**src/core/llcpd_map.svh**
```systemverilog
// Offsets-free constant map: timing counts and field defaults for the line-locked clock core
`ifndef LLCPD_MAP_SVH
`define LLCPD_MAP_SVH

// Clock period of clk_sys_i in ns
`define LLCPD_CLK_PERIOD_NS       10
// Least feedback pulse width in ns
`define LLCPD_FB_MIN_WIDTH_NS     500
// Least feedback pulse width in cycles, rounded up
`define LLCPD_FB_MIN_WIDTH_CYC    ((`LLCPD_FB_MIN_WIDTH_NS + `LLCPD_CLK_PERIOD_NS - 1) / `LLCPD_CLK_PERIOD_NS)
// Least feedback width in output clock cycles
`define LLCPD_FB_MIN_OUT_CYC      16
// Pump current settings in microamperes
`define LLCPD_PUMP_LOW_UA         40
`define LLCPD_PUMP_HIGH_UA        80
// Nominal line rate in Hz
`define LLCPD_LINE_RATE_HZ        15625
// Default divider count and its width
`define LLCPD_DIV_COUNT_DEF       16'h0400
`define LLCPD_DIV_W               16

`endif

```
**src/core/llcpd_pkg.sv**
```systemverilog
// Types used by the device end and the bench of the line-locked clock core
package llcpd_pkg;
    typedef enum logic {
        LLCPD_GAIN_HIGH,
        LLCPD_GAIN_LOW
    } llcpd_gain_t;

    typedef enum logic [1:0] {
        LLCPD_PUMP_IDLE,
        LLCPD_PUMP_SOURCE,
        LLCPD_PUMP_SINK
    } llcpd_pump_t;
endpackage

```
**src/core/llcpd_if.sv**
```systemverilog
// Link between the clock core and the external feedback divider
`timescale 1ns/10ps
`default_nettype none
interface llcpd_if;
    logic feedback_pulse_in;
    logic line_reference_in;
    logic out_clk;
    logic out_clk_en;

    modport core (
        input  feedback_pulse_in,
        input  line_reference_in,
        output out_clk,
        output out_clk_en
    );
    modport divider (
        output feedback_pulse_in,
        input  out_clk,
        input  out_clk_en
    );
endinterface
`default_nettype wire

```
**src/core/llcpd_core.sv**
```systemverilog
// Device end: type IV phase-frequency comparator and bypassable divide-by-two
`timescale 1ns/10ps
`default_nettype none
`include "llcpd_map.svh"
module llcpd_core (
    // Clock and reset
    input  wire logic                 clk_sys_i,
    input  wire logic                 rst_b_i,
    // Controls
    input  wire logic                 pump_gain_select_i,
    input  wire logic                 halve_en_i,
    input  wire logic                 osc_en_i,
    // Link
    llcpd_if.core                     lnk,
    // Pump requests
    output logic                      pump_up_o,
    output logic                      pump_down_o,
    output logic [6:0]                pump_ua_o,
    output llcpd_pkg::llcpd_pump_t    pump_state_o,
    // Output clock
    output logic                      clk_out_o
);
    // Pin synchronisers: three flops, change taken when second and third agree
    logic [2:0] ref_sync_ff;
    logic [2:0] fb_sync_ff;
    logic [2:0] half_sync_ff;
    logic [2:0] nxt_ref_sync;
    logic [2:0] nxt_fb_sync;
    logic [2:0] nxt_half_sync;
    logic       ref_lvl_ff;
    logic       fb_lvl_ff;
    logic       half_lvl_ff;
    logic       nxt_ref_lvl;
    logic       nxt_fb_lvl;
    logic       nxt_half_lvl;
    logic       ref_rise;
    logic       fb_fall;

    function automatic logic settle(input logic [2:0] s, input logic prev);
        settle = (s[1] == s[2]) ? s[2] : prev;
    endfunction

    always_comb begin
        nxt_ref_sync  = {ref_sync_ff[1:0], lnk.line_reference_in};
        nxt_fb_sync   = {fb_sync_ff[1:0], lnk.feedback_pulse_in};
        nxt_half_sync = {half_sync_ff[1:0], halve_en_i};
        nxt_ref_lvl   = settle(ref_sync_ff, ref_lvl_ff);
        nxt_fb_lvl    = settle(fb_sync_ff, fb_lvl_ff);
        nxt_half_lvl  = settle(half_sync_ff, half_lvl_ff);
    end

    always_ff @(posedge clk_sys_i or negedge rst_b_i) begin
        if (!rst_b_i) begin
            ref_sync_ff  <= 3'h0;
            fb_sync_ff   <= 3'h7;
            half_sync_ff <= 3'h0;
            ref_lvl_ff   <= 1'b0;
            fb_lvl_ff    <= 1'b1;
            half_lvl_ff  <= 1'b0;
        end else begin
            ref_sync_ff  <= nxt_ref_sync;
            fb_sync_ff   <= nxt_fb_sync;
            half_sync_ff <= nxt_half_sync;
            ref_lvl_ff   <= nxt_ref_lvl;
            fb_lvl_ff    <= nxt_fb_lvl;
            half_lvl_ff  <= nxt_half_lvl;
        end
    end

    // Only edges count, so input duty cycle plays no part
    assign ref_rise = nxt_ref_lvl & ~ref_lvl_ff;
    assign fb_fall  = ~nxt_fb_lvl & fb_lvl_ff;

    // Type IV detector: three states, no tolerance of missing edges
    llcpd_pkg::llcpd_pump_t st_ff;
    llcpd_pkg::llcpd_pump_t nxt_st;

    always_comb begin
        nxt_st = st_ff;
        case (st_ff)
            llcpd_pkg::LLCPD_PUMP_IDLE: begin
                // Simultaneous edges mean in phase: stay idle
                if (ref_rise && !fb_fall) begin
                    nxt_st = llcpd_pkg::LLCPD_PUMP_SOURCE;
                end else if (fb_fall && !ref_rise) begin
                    nxt_st = llcpd_pkg::LLCPD_PUMP_SINK;
                end
            end
            llcpd_pkg::LLCPD_PUMP_SOURCE: begin
                if (fb_fall) begin
                    nxt_st = llcpd_pkg::LLCPD_PUMP_IDLE;
                end
            end
            llcpd_pkg::LLCPD_PUMP_SINK: begin
                if (ref_rise) begin
                    nxt_st = llcpd_pkg::LLCPD_PUMP_IDLE;
                end
            end
            default: begin
                nxt_st = llcpd_pkg::LLCPD_PUMP_IDLE;
            end
        endcase
    end

    always_ff @(posedge clk_sys_i or negedge rst_b_i) begin
        if (!rst_b_i) begin
            st_ff <= llcpd_pkg::LLCPD_PUMP_IDLE;
        end else begin
            st_ff <= nxt_st;
        end
    end

    // One-hot decode of a single state keeps up and down exclusive
    assign pump_up_o    = (st_ff == llcpd_pkg::LLCPD_PUMP_SOURCE);
    assign pump_down_o  = (st_ff == llcpd_pkg::LLCPD_PUMP_SINK);
    assign pump_state_o = st_ff;

    // Gain select high means the low current
    logic [6:0] ua_ff;
    logic [6:0] nxt_ua;

    always_comb begin
        if (pump_gain_select_i) begin
            nxt_ua = 7'(`LLCPD_PUMP_LOW_UA);
        end else begin
            nxt_ua = 7'(`LLCPD_PUMP_HIGH_UA);
        end
        if (st_ff == llcpd_pkg::LLCPD_PUMP_IDLE) begin
            nxt_ua = 7'h00;
        end
    end

    always_ff @(posedge clk_sys_i or negedge rst_b_i) begin
        if (!rst_b_i) begin
            ua_ff <= 7'h00;
        end else begin
            ua_ff <= nxt_ua;
        end
    end

    assign pump_ua_o = ua_ff;

    // Oscillator stand-in is clk_sys_i gated by osc_en_i; output runs as an enable pulse
    logic half_ff;
    logic nxt_half;
    logic clk_ff;
    logic nxt_clk;
    logic en_ff;
    logic nxt_en;

    always_comb begin
        nxt_half = half_ff;
        nxt_clk  = clk_ff;
        nxt_en   = 1'b0;
        if (osc_en_i) begin
            if (half_lvl_ff) begin
                // Level moves on every second oscillator cycle: exact 50% duty
                nxt_half = ~half_ff;
                if (half_ff) begin
                    nxt_clk = ~clk_ff;
                    nxt_en  = 1'b1;
                end
            end else begin
                // Bypass: every oscillator cycle is an output cycle
                nxt_half = 1'b0;
                nxt_clk  = ~clk_ff;
                nxt_en   = 1'b1;
            end
        end
    end

    always_ff @(posedge clk_sys_i or negedge rst_b_i) begin
        if (!rst_b_i) begin
            half_ff <= 1'b0;
            clk_ff  <= 1'b0;
            en_ff   <= 1'b0;
        end else begin
            half_ff <= nxt_half;
            clk_ff  <= nxt_clk;
            en_ff   <= nxt_en;
        end
    end

    assign clk_out_o      = clk_ff;
    assign lnk.out_clk    = clk_ff;
    assign lnk.out_clk_en = en_ff;
endmodule
`default_nettype wire

```
**src/flat_wrapper.sv**
```systemverilog
// flat-port wrapper written by rule: the top's interface ports become plain ports
module llcpd_core_flat 
  (clk_sys_i, rst_b_i, pump_gain_select_i, halve_en_i, osc_en_i, pump_up_o, pump_down_o, pump_ua_o, pump_state_o, clk_out_o, lnk_feedback_pulse_in, lnk_line_reference_in, lnk_out_clk, lnk_out_clk_en);
  llcpd_if lnk_i ();
  input  wire logic clk_sys_i;
  input  wire logic rst_b_i;
  input  wire logic pump_gain_select_i;
  input  wire logic halve_en_i;
  input  wire logic osc_en_i;
  output logic pump_up_o;
  output logic pump_down_o;
  output logic [6:0] pump_ua_o;
  output llcpd_pkg::llcpd_pump_t pump_state_o;
  output logic clk_out_o;
  input wire logic [$bits(lnk_i.feedback_pulse_in)-1:0] lnk_feedback_pulse_in;
  input wire logic [$bits(lnk_i.line_reference_in)-1:0] lnk_line_reference_in;
  output wire logic [$bits(lnk_i.out_clk)-1:0] lnk_out_clk;
  output wire logic [$bits(lnk_i.out_clk_en)-1:0] lnk_out_clk_en;
  assign lnk_i.feedback_pulse_in = lnk_feedback_pulse_in;
  assign lnk_i.line_reference_in = lnk_line_reference_in;
  assign lnk_out_clk = lnk_i.out_clk;
  assign lnk_out_clk_en = lnk_i.out_clk_en;
  llcpd_core u_core (.clk_sys_i(clk_sys_i), .rst_b_i(rst_b_i), .pump_gain_select_i(pump_gain_select_i), .halve_en_i(halve_en_i), .osc_en_i(osc_en_i), .lnk(lnk_i), .pump_up_o(pump_up_o), .pump_down_o(pump_down_o), .pump_ua_o(pump_ua_o), .pump_state_o(pump_state_o), .clk_out_o(clk_out_o));
endmodule
```
**config.mk**
```make
export PLATFORM = sky130hd
export DESIGN_NAME = llcpd_core_flat
export DESIGN_NICKNAME = d
export VERILOG_FILES = /design/src/core/llcpd_pkg.sv /design/src/core/llcpd_if.sv /design/src/core/llcpd_core.sv /design/src/flat_wrapper.sv
export VERILOG_INCLUDE_DIRS = /design/src /design/src/core
export SDC_FILE = /design/constraint.sdc
export NUM_CORES = 1
export LEC_CHECK = 0
export ABC_AREA = 1
export BUFFER_PORTS_ARGS = -buffer_cell sky130_fd_sc_hd__buf_4
export CAP_MARGIN = 0
export CORE_MARGIN = 3
export CORE_UTILIZATION = 50
export CTS_CLUSTER_DIAMETER = 150
export CTS_CLUSTER_SIZE = 20
export DETAILED_ROUTE_END_ITERATION = 6
export PLACE_DENSITY_LB_ADDON = 0.3
export SYNTH_ARGS = -nofsm -noshare
export SYNTH_HDL_FRONTEND = slang
export SYNTH_SLANG_ARGS = --single-unit
```
**constraint.sdc**
```tcl
create_clock -name clk_sys_i -period 1.75 [get_ports clk_sys_i]
set_input_delay 0.35 -clock clk_sys_i [delete_from_list [all_inputs] [get_ports clk_sys_i]]
set_output_delay 0.35 -clock clk_sys_i [all_outputs]
set_load 0.1 [all_outputs]
```
==> impl_metrics.ini <==
[finish]
final_nets = 83
drive_gt1_share_pct = 46.7
stdcell_area_um2 = 841
final_core_util_pct = 70.9
antenna_cells = 0
syn2layout_area_growth_pct = 23.8

[timing]
finClkSkew_ps = 2.39
rsz0062_at_grt = no
period_minus_slack_ps = 1500
fmax_mhz = 668
setup_viol = 0
holdWs_ps = 168
period_share_pct = 85.6
tns_ps = 0
slew_viol_final = 0
finalWorstSetupSlack_ps = 252
hold_viol = 0

[setup_path]
end_kind = output pin
crit_end = pump_down_o
cp.depth = 3
crit_buf_inv = 2
crit_path_cell_trace = inv_1 -> nor2_4 -> buf_4
r2r-start = u_core.fb_sync_ff[1]$_DFF_PN1_
cp_slowest_stage_delay_ps = 410
critPathLaunch = u_core.pump_state_o[1]$_DFFE_PN0P_
critPathMaxFanout = 4
rr_endpoint = u_core.pump_state_o[0]$_DFFE_PN0P_
r2r_slack_ps = 840
rr_worst_depth = 4
cp_slowest_cell = dfrtp_2
cp.required_ps = 1400
critPathArrivalTime_ps = 1150
cp_top_family = flip-flops
crit_type = flip-flop to output pin
crit_path_start_kind = flip-flop

[routing]
num_vias = 404
drcViolationCount = 0
ant_nets = 0
routedWlPerCell_um = 10.2
viasPerCell = 4.54
dr.pass1.iters = 4
drt_iter0_markers = 3
postRouteWirelength_um = 908

[grt]
first_global_vias = 386
grt_max_degree = 20
grt_remaining_overflow = 0
antenna_found_initial = 0
use_met1_pct = 13.6
grt_pass1_wl_um = 1580
busiest_layer = met2
grt_use_met2_pct = 18.9
gr-usage-met3_pct = 4.24
grt_util_all_layers_pct = 11.7

[outcome]
outcome = finished, final reports clean

[floorplan]
die_area_um2 = 1840
core_um2 = 1190
rows = 12
initial_utilization_pct = 57.3
fp.dieW_um = 42.9
ios = 21
die_y_um = 42.9

[clock_tree]
cts_made_buffers = 3
cts_tree = yes
clock-sinks = 19
clock_latency_ps = 280
cts_resized = 0
clk_pin_slew_worst_paths_ps = 100
cts_buffer_depth = 2
h-tree-depth = 1
cts_root_buf = clkbuf_4

[power_and_ir_drop]
irDropWorstVdd_uv = 839
power_density_nw_per_um2 = 1730
leakage_nw = 0.437

[synth]
ys_seq_elements = 19
syn_area_um2 = 679
yosysMostFrequentCell = dfrtp_1
syn_inst = 57
async_flop_share_pct = 100
ys_seq_area_share_pct = 70.7
synth_top_area_share_pct = 55.2
yosysWarningCount = 0
synth_top_flop_cell = dfrtp_1
synth_cell_types = 12
synth_edf_count = 0
yosysTopAreaCell = dfrtp_1
synth_common_cells = dfrtp_1, inv_1, nor2_1, buf_4
ys_top_cells_by_area = dfrtp_1, dfstp_2, buf_4
avgSynthCellArea_um2 = 11.9

[place]
pre_cts_slack_ps = 561
place_area_um2 = 805
hpwl_um = 692
globalplace.congestion = 0.690
port_buffers = 17

[min_path]
hp-class = primary input to flip-flop

[flow_run]
cap_violations = 0
worst min-delay path by stage:
stage                                                   to                  start  slack, ps  cells after the start
after floorplan               u_core.clk_out_o$_DFFE_PN0P_                rst_b_i         50                      0
after global placement     u_core.lnk.out_clk_en$_DFF_PN0_                rst_b_i        230                      1
after detailed placement        u_core.half_ff$_DFFE_PN0P_                rst_b_i        230                      1
after CTS                   u_core.fb_sync_ff[0]$_DFF_PN1_  lnk_feedback_pulse_in        160                      1
after global routing        u_core.fb_sync_ff[0]$_DFF_PN1_  lnk_feedback_pulse_in        140                      1
final                     u_core.half_sync_ff[0]$_DFF_PN0_             halve_en_i        170                      1
per-stage QoR:
step                power (mW)  instances
finish                    1.45         89
global route              1.52         89
CTS                       1.47         89
detailed placement        1.26         84
global placement          1.25         84
floorplan                 1.15         59
routing by layer:
| metal | part of all wire [%] | wire (um) | vias up |
|---|---|---|---|
| met3 | 9.3 | 84 | 2 |
| li1 | - | - | 194 |
| met4 | 1.1 | 10 | 0 |
| met5 | 0 | 0 | - |
| met2 | 49 | 447 | 16 |
| met1 | 40 | 366 | 192 |
cell usage in the layout, fill, tap and decap left out:
master and instances:
clkbuf_1 1, maj3_2 3, inv_2 1, nor2_4 2
inv_1 9, nand2_1 4, clkbuf_4 3, dlygate4sd3_1 1
nand2_2 3, dfrtp_2 2, buf_4 17, nor2_1 6
dfstp_2 4, a21oi_1 1, conb_1 3, nand3_1 2
dfrtp_1 13
flip-flops by register name, summed over array words and instances, names as in the netlist:
| name | flops |
|---|---|
| u_core.ref_lvl_ff | 1 |
| u_core.half_sync_ff | 3 |
| u_core.half_ff | 1 |
| u_core.clk_out_o | 1 |
| u_core.pump_ua_o | 2 |
| u_core.fb_lvl_ff | 1 |
| u_core.half_lvl_ff | 1 |
| u_core.fb_sync_ff | 3 |
| u_core.ref_sync_ff | 3 |
| u_core.lnk.out_clk_en | 1 |
| u_core.pump_state_o | 2 |
final cells by class:
class | instances | area (um2)
multi-input cells | 24 | 139
clock buffers | 4 | 26.3
repair buffers | 18 | 138
fillers | 86 | 345
flip-flops and latches | 19 | 483
well taps | 14 | 17.5
inverters | 10 | 37.5
logic make-up after synthesis:
family | after synthesis | share of synthesized area, %
fa+ha+maj | 3 | 4.97
other cells | 1 | 0.552
simple gates | 17 | 10.9
buf+inv | 16 | 12.2
flops | 19 | 70.7
compound gates | 1 | 0.736
power breakdown:
part	internal (mW)	leakage, nW	switching, mW	total, mW
sequential	0.498	0.221	0.0427	0.541
clock	0.0883	0.0150	0.118	0.206
combinational	0.126	0.201	0.581	0.707
total	0.712	0.437	0.742	1.45
what timing repair did:
item                      CTS  global route
setup buffers               0             0
hold buffers                1             0
hold endpoints to repair   15             0
No activity file was read; power rests on OpenSTA's default activity.
